## config.mk

```make
export PLATFORM = sky130hd
export DESIGN_NAME = fbm_ctrl
export DESIGN_NICKNAME = d
export VERILOG_FILES = /design/src/logic/fbm_pkg.sv /design/src/logic/fbm_ctrl.sv /design/src/logic/fbm_tmr.sv
export SDC_FILE = /design/constraint.sdc
export NUM_CORES = 1
export LEC_CHECK = 0
export BUFFER_PORTS_ARGS = -buffer_cell sky130_fd_sc_hd__buf_2
export CELL_PAD_IN_SITES_DETAIL_PLACEMENT = 0
export CELL_PAD_IN_SITES_GLOBAL_PLACEMENT = 1
export CORE_ASPECT_RATIO = 1.1
export CORE_UTILIZATION = 41
export CTS_BUF_LIST = sky130_fd_sc_hd__clkbuf_8
export CTS_CLUSTER_DIAMETER = 30
export DETAILED_ROUTE_END_ITERATION = 8
export PLACE_DENSITY = 0.9
export SLEW_MARGIN = 0
export SYNTH_ARGS = -nofsm -noshare
export SYNTH_HDL_FRONTEND = slang
export SYNTH_SLANG_ARGS = --single-unit
```

## constraint.sdc

```tcl
create_clock -name clk -period 2.8 [get_ports clk]
set_clock_uncertainty 0.2 [all_clocks]
set_input_delay 0.28 -clock clk [delete_from_list [all_inputs] [get_ports clk]]
set_output_delay 0.28 -clock clk [all_outputs]
set_load 0.02 [all_outputs]
```

## src/logic/fbm_pkg.sv

```systemverilog
// Shared constants and carrier types for the bytewide memory port controller.
package fbm_pkg;

  localparam int ADDR_W        = 15;
  localparam int DATA_W        = 8;
  localparam int CLK_PERIOD_NS = 100;
  localparam int T_CE_NS       = 70;
  localparam int T_CA_MIN_NS   = 70;
  localparam int T_CA_MAX_NS   = 2000;
  localparam int T_PC_NS       = 60;
  localparam int T_RC_NS       = 130;
  localparam int T_AH_NS       = 10;

  localparam int ACC_CYC    = (T_CE_NS + CLK_PERIOD_NS - 1) / CLK_PERIOD_NS;
  localparam int CA_MIN_CYC = (T_CA_MIN_NS + CLK_PERIOD_NS - 1) / CLK_PERIOD_NS;
  localparam int CA_MAX_CYC = T_CA_MAX_NS / CLK_PERIOD_NS;
  localparam int AH_CYC     = (T_AH_NS + CLK_PERIOD_NS - 1) / CLK_PERIOD_NS;
  localparam int LOW_RAW    = (ACC_CYC > CA_MIN_CYC) ? ACC_CYC : CA_MIN_CYC;
  localparam int LOW_CYC    = (LOW_RAW > AH_CYC) ? LOW_RAW : AH_CYC;
  localparam int PC_RAW     = (T_PC_NS + CLK_PERIOD_NS - 1) / CLK_PERIOD_NS;
  localparam int RC_CYC     = (T_RC_NS + CLK_PERIOD_NS - 1) / CLK_PERIOD_NS;
  localparam int PC_CYC     = (PC_RAW > RC_CYC - LOW_CYC) ? PC_RAW : RC_CYC - LOW_CYC;
  localparam int TMR_W      = 5;
  localparam int ROW_LSB    = 2;

  localparam logic [DATA_W-1:0] DATA_RST = 8'h00;
  localparam logic [ADDR_W-1:0] ADDR_RST = 15'h0000;

  typedef enum logic [3:0]
  {
    ST_IDLE  = 4'h1,
    ST_SETUP = 4'h2,
    ST_LOW   = 4'h4,
    ST_PRE   = 4'h8
  } fbm_state_e;

  typedef struct packed
  {
    logic              write;
    logic [ADDR_W-1:0] addr;
    logic [DATA_W-1:0] wdata;
  } fbm_req_s;

  typedef struct packed
  {
    logic              ce_n;
    logic              oe_n;
    logic              we_n;
    logic [ADDR_W-1:0] address_lines;
    logic [DATA_W-1:0] data_bus_out;
    logic              data_bus_oe;
  } fbm_pin_s;

endpackage : fbm_pkg

```

## src/logic/fbm_ctrl.sv

```systemverilog
// Bus master that runs read and write cycles on a bytewide nonvolatile memory.
// What this block does
// - Address may change only after the hold interval past chip select falling.
// - Master holds write data stable through setup before the write ends.
// - Master holds chip select high for the minimum precharge between cycles.
// - Precharge starts only on chip select rising; master bounds the low time.
// - Master keeps chip select low between 70 ns and 2000 ns.
`timescale 1ns/1ns
module fbm_ctrl
  import fbm_pkg::*;
(
  input  wire logic              clk,
  input  wire logic              sys_rst,
  input  wire fbm_req_s          req,
  input  wire logic              req_valid,
  output logic                   req_ready,
  output logic                   rsp_valid,
  output logic                   rsp_write,
  output logic [DATA_W-1:0]      rsp_rdata,
  output logic [ADDR_W-ROW_LSB-1:0] rsp_row,
  output fbm_pin_s               pins,
  input  wire logic [DATA_W-1:0] data_bus_in
);

  localparam int A_LOW = LOW_CYC;
  localparam int A_MAX = CA_MAX_CYC;
  localparam int A_PC  = PC_CYC;

  fbm_state_e        state;
  logic              cur_write;
  logic              ce_n;
  logic              oe_n;
  logic              we_n;
  logic [ADDR_W-1:0] address_lines;
  logic [DATA_W-1:0] data_bus_out;
  logic              data_bus_oe;
  logic       tmr_load;
  logic [TMR_W-1:0] tmr_val;
  logic       tmr_done;

  assign req_ready = (state == ST_IDLE);

  // The pin group is assembled in one place so that every field keeps a single driver.
  assign pins = '{
    ce_n:          ce_n,
    oe_n:          oe_n,
    we_n:          we_n,
    address_lines: address_lines,
    data_bus_out:  data_bus_out,
    data_bus_oe:   data_bus_oe
  };

  always_comb
  begin
    tmr_load = 1'b0;
    tmr_val  = TMR_W'(LOW_CYC);
    case (state)
      ST_SETUP:
      begin
        tmr_load = 1'b1;
        tmr_val  = TMR_W'(LOW_CYC);
      end
      ST_LOW:
      begin
        tmr_load = tmr_done;
        tmr_val  = TMR_W'(PC_CYC);
      end
      default:
      begin
        tmr_load = 1'b0;
        tmr_val  = TMR_W'(LOW_CYC);
      end
    endcase
  end

  fbm_tmr #(.W(TMR_W)) u_tmr
  (
    .clk      (clk),
    .sys_rst  (sys_rst),
    .load     (tmr_load),
    .load_val (tmr_val),
    .done     (tmr_done)
  );

  // Sequencer: address setup, chip select low phase, precharge.
  always_ff @(posedge clk or posedge sys_rst)
  begin
    if (sys_rst)
      state <= ST_IDLE;
    else
      case (state)
        ST_IDLE:
          if (req_valid)
            state <= ST_SETUP;
        ST_SETUP:
          state <= ST_LOW;
        ST_LOW:
          if (tmr_done)
            state <= ST_PRE;
        ST_PRE:
          if (tmr_done)
            state <= ST_IDLE;
        default:
          state <= ST_IDLE;
      endcase
  end

  // Address and write data are presented before select falls and held to the end.
  always_ff @(posedge clk or posedge sys_rst)
  begin
    if (sys_rst)
    begin
      address_lines <= ADDR_RST;
      data_bus_out  <= DATA_RST;
      cur_write     <= 1'b0;
    end
    else if (state == ST_IDLE && req_valid)
    begin
      address_lines <= req.addr;
      data_bus_out  <= req.wdata;
      cur_write     <= req.write;
    end
  end

  // Chip select: falls one cycle after setup, rises after the low phase.
  always_ff @(posedge clk or posedge sys_rst)
  begin
    if (sys_rst)
      ce_n <= 1'b1;
    else if (state == ST_SETUP)
      ce_n <= 1'b0;
    else if (state == ST_LOW && tmr_done)
      ce_n <= 1'b1;
  end

  // Writes lower write enable before select falls so the memory never drives.
  always_ff @(posedge clk or posedge sys_rst)
  begin
    if (sys_rst)
      we_n <= 1'b1;
    else if (state == ST_IDLE && req_valid)
      we_n <= !req.write;
    else if (state == ST_LOW && tmr_done)
      we_n <= 1'b1;
  end

  // Output gating is low only during the low phase of a read.
  always_ff @(posedge clk or posedge sys_rst)
  begin
    if (sys_rst)
      oe_n <= 1'b1;
    else if (state == ST_SETUP)
      oe_n <= cur_write;
    else if (state == ST_LOW && tmr_done)
      oe_n <= 1'b1;
  end

  // Write data is driven from setup until precharge ends, past the write end.
  always_ff @(posedge clk or posedge sys_rst)
  begin
    if (sys_rst)
      data_bus_oe <= 1'b0;
    else if (state == ST_IDLE && req_valid)
      data_bus_oe <= req.write;
    else if (state == ST_PRE && tmr_done)
      data_bus_oe <= 1'b0;
  end

  // Read data is sampled at the end of the low phase, after the access time.
  always_ff @(posedge clk or posedge sys_rst)
  begin
    if (sys_rst)
    begin
      rsp_valid <= 1'b0;
      rsp_write <= 1'b0;
      rsp_rdata <= DATA_RST;
      rsp_row   <= '0;
    end
    else
    begin
      rsp_valid <= (state == ST_LOW) && tmr_done;
      if (state == ST_LOW && tmr_done)
      begin
        rsp_write <= cur_write;
        rsp_row   <= address_lines[ADDR_W-1:ROW_LSB];
        if (!cur_write)
          rsp_rdata <= data_bus_in;
      end
    end
  end
endmodule : fbm_ctrl

```

## src/logic/fbm_tmr.sv

```systemverilog
// Down counter that times one phase of a memory cycle.
`timescale 1ns/1ns
module fbm_tmr
  import fbm_pkg::*;
#(
  parameter int W = TMR_W
)
(
  input  wire logic         clk,
  input  wire logic         sys_rst,
  input  wire logic         load,
  input  wire logic [W-1:0] load_val,
  output logic              done
);

  logic [W-1:0] count;

  // Loading n makes done rise after n-1 further edges.
  always_ff @(posedge clk or posedge sys_rst)
  begin
    if (sys_rst)
      count <= '0;
    else if (load)
      count <= load_val - W'(1);
    else if (count != '0)
      count <= count - W'(1);
  end

  assign done = (count == '0);

endmodule : fbm_tmr

```

==> flow_summary.ini <==
[status]
outcome = complete, no violations

[yosys]
mappedNetlistArea_sq_um = 2440
post_synth_num_cell_types = 29
yosys_warnings = 0
asyncSetResetFlopFracSynth = 1.00
leading_post_synthesis_cells_by_instance_count = 56 x sky130_fd_sc_hd__dfrtp_1, 41 x sky130_fd_sc_hd__mux2_2, 9 x sky130_fd_sc_hd__a21oi_1
synthesis.instances = 167
synth_largest_type_area_fraction = 0.574
mappedNetlistNets = 203
synth_enable_flop_cells = 0
synth_area_per_cell_sq_um = 14.6
synth_area_leader_cell = sky130_fd_sc_hd__dfrtp_1
synth_most_common_cell = sky130_fd_sc_hd__dfrtp_1
ys_ff_latch = 60
synth_flop_cell = sky130_fd_sc_hd__dfrtp_1
synth-seq-area-share = 0.617
netlist_top_cells_area = sky130_fd_sc_hd__dfrtp_1 57%, sky130_fd_sc_hd__mux2_2 19%, sky130_fd_sc_hd__dfstp_2 4.3%, sky130_fd_sc_hd__mux2_4 3.1%, sky130_fd_sc_hd__a21oi_1 1.8%

[clock_network]
clock_tree.htree_level_count = 3
tritoncts_buffers = 9
cts-root-to-sink-buffers = 2
clock_sinks = 60
cts_setup_buffers = 0
worst_setup_hold_path_clk_slew_ns = 0.07
library_cell_used_as_clock_root_buffer = sky130_fd_sc_hd__clkbuf_8
tritoncts_clock_tree = yes
clkLatencyLatePin_ns = 0.34

[timing]
setup-tns-final_ns = 0
grt_setup_unrepaired = no
hold_violations = 0
setup_violations = 0
slew_headroom = 0.558
tightestPinTransition_ns = 0.654
achievable-frequency_mhz = 405
timing.final.crit_share = 0.882
post-route-min-period_ns = 2.47
timing_max_transition_violations_final = 0

[global_route]
number_of_antenna_violations_at_the_first_check_in_global_routing = 0
grt_pass1_wl_microns = 8090
groute.usage.overall = 0.174
grt_start_max_net_pins = 28
gr-total-overflow = 0
vias_in_the_first_global_route = 1783

[finish]
nNetsFinal = 328
fraction_of_final_layout_cells_with_drive_strength_greater_than_1 = 0.539
postLayoutCoreUtil = 0.599
synthToLayoutAreaGrowth_pct = 41.6
nFillCells = 477
antennaDiodeCount = 0

[routing]
drt-vias-per-instance = 4.61
drt_pass1_iterations = 4
drt_drc_violations_left = 0
iteration_0_drc_markers = 46
route.vias.total = 1724
ant_nets = 0
wire_length_after_detailed_routing_microns = 4990
avgRoutedWirePerCell_microns = 13.3

[worst_setup_path]
critical_path_peak_fanout = 8
ff2ff_setup_slack_ns = 0.33
critical_path.startpoint_type = flop
critical_path_arrival_ns = 2.49
crit_type = reg2reg
cpMaxStageDelayCell = sky130_fd_sc_hd__or4b_1
terminus_of_the_critical_flop_to_flop_path = rsp_rdata[5]
worstReg2RegStart = u_tmr.count[0]
r2r.worst_path.cells = 5
critical_path.endpoint_type = flop
critical-path-max-stage-delay_ns = 0.65
critPathRequiredTime_ns = 2.82
critical_path_cell_by_cell = inv_1 -> ha_1 -> or4b_1 -> nor3_4 -> mux2_2

[power]
finalPower_mw = 3.58
power_density_normalized_to_cell_area_nw_per_um2 = 1040
ir_drop_uv = 592
power.leakage_nw = 1.72

[floorplanning]
die_height_microns = 83.0
floorplan.initialDensity = 0.423
io-pin-count = 86
fp.dieW_microns = 75.6
die_area_sq_um = 6270
fp_rows = 29
placeableCoreArea_sq_um = 5770

[run]
maxCapViolations = 0

[hold_path]
holdCritPathClass = in2async

[place]
placement.io_buffers = 85
gp_congestion = 0.722
dp.final_hpwl_microns = 3350
==> how the worst max path moves through the flow <==
| stage | from | to | slack [ns] |
|---|---|---|---|
| detailed placement | u_tmr.count[0] | rsp_rdata[6] | 0.35 |
| global placement | u_tmr.count[0] | rsp_rdata[0] | 0.41 |
| global route | u_tmr.count[0] | rsp_rdata[0] | 0.19 |
| CTS | u_tmr.count[0] | rsp_rdata[5] | 0.30 |
| finish | u_tmr.count[0] | rsp_rdata[5] | 0.33 |
| floorplan | u_tmr.count[0] | rsp_row[0] | 0.47 |
==> per-layer routing <==
layer	track usage	vias to the layer above	wire [microns]
met5	0	-	0
met4	0.0657	0	80
met3	0.0643	9	295
met2	0.283	54	2570
li1	-	831	-
met1	0.204	830	2040
==> power by group <==
part / internal, mW / leakage (nW) / total [mW] / switching (mW)
clock: 0.389 / 0.0958 / 0.720 / 0.331
sequential: 1.23 / 0.746 / 1.44 / 0.213
combinational: 0.644 / 0.880 / 1.42 / 0.775
==> cells in the final DEF, fill, tap and decap left out, drive strengths merged <==
| cell type | netlist | routed |
|---|---|---|
| a32o | 1 | 1 |
| or3 | 2 | 2 |
| a32oi | 1 | 1 |
| a21oi | 9 | 9 |
| nor2 | 2 | 2 |
| nand2 | 5 | 5 |
| nor3 | 2 | 2 |
| a211oi | 1 | 1 |
| dfstp | 4 | 4 |
| clkinv | 0 | 1 |
| inv | 7 | 8 |
| o311a | 1 | 1 |
| nand2b | 2 | 2 |
| or4b | 2 | 2 |
| nand3b | 1 | 1 |
| dlygate4sd3 | 0 | 34 |
| or2 | 1 | 1 |
| a22oi | 1 | 1 |
| nand3 | 2 | 2 |
| clkbuf | 0 | 12 |
| clkinvlp | 0 | 2 |
| nor2b | 5 | 5 |
| buf | 11 | 91 |
| mux2 | 46 | 46 |
| nor4b | 4 | 4 |
| ha | 1 | 1 |
| dfrtp | 56 | 56 |
==> sequential cells by signal, summed over array words and instances, names as in the netlist <==
signal,flops
address_lines,15
ce_n,1
cur_write,1
data_bus_oe,1
data_bus_out,8
oe_n,1
rsp_rdata,8
rsp_row,13
rsp_valid,1
rsp_write,1
state,4
u_tmr.count,5
we_n,1
==> worst max-delay path: cells and delay by family, from the launching register on <==
kind                       cells  cell delay, ns
adders and majority gates      1            0.21
muxes                          1            0.38
and+or+nand+nor                2            1.09
buffers and inverters          1            0.08
DFF                            1            0.39
==> through the flow <==
stage	area [sq um]	instances	setup slack (ns)	hold WS, ns
2_1_floorplan	2440	167	0.472	0.159
3_3_place_gp	2930	324	0.411	0.0536
3_5_place_dp	2930	324	0.351	0.0568
4_1_cts	3460	374	0.305	0.240
5_1_grt	3460	374	0.185	0.264
6_report	3460	374	0.330	0.246
==> final cells by class <==
class | count | area, sq um | share of cell area
Multi-Input combinational cell | 89 | 830 | 0.240
Clock inverter | 4 | 23.8 | 0.00687
Timing Repair Buffer | 125 | 811 | 0.234
Tap cell | 77 | 96.3 | 0.0279
Sequential cell | 60 | 1510 | 0.436
Inverter | 7 | 26.3 | 0.00760
Clock buffer | 12 | 165 | 0.0478
==> cells by family (layout without fill, tap and decap cells) <==
family	Yosys count	count (layout)	share of synthesized area
adder cells (fa/ha/maj)	1	1	0.00512
AND/OR/NAND/NOR	28	28	0.0784
multiplexers	46	46	0.220
AO/OA/AOI/OAI	14	14	0.0364
buffers and inverters	18	148	0.0435
flip-flops	60	60	0.617
==> what timing repair did <==
| item | in CTS | in global routing |
|---|---|---|
| hold endpoints to repair | 46 | 0 |
| resized for setup | 0 | 0 |
| hold buffers | 34 | 0 |
(Power assumes the default switching activity.)
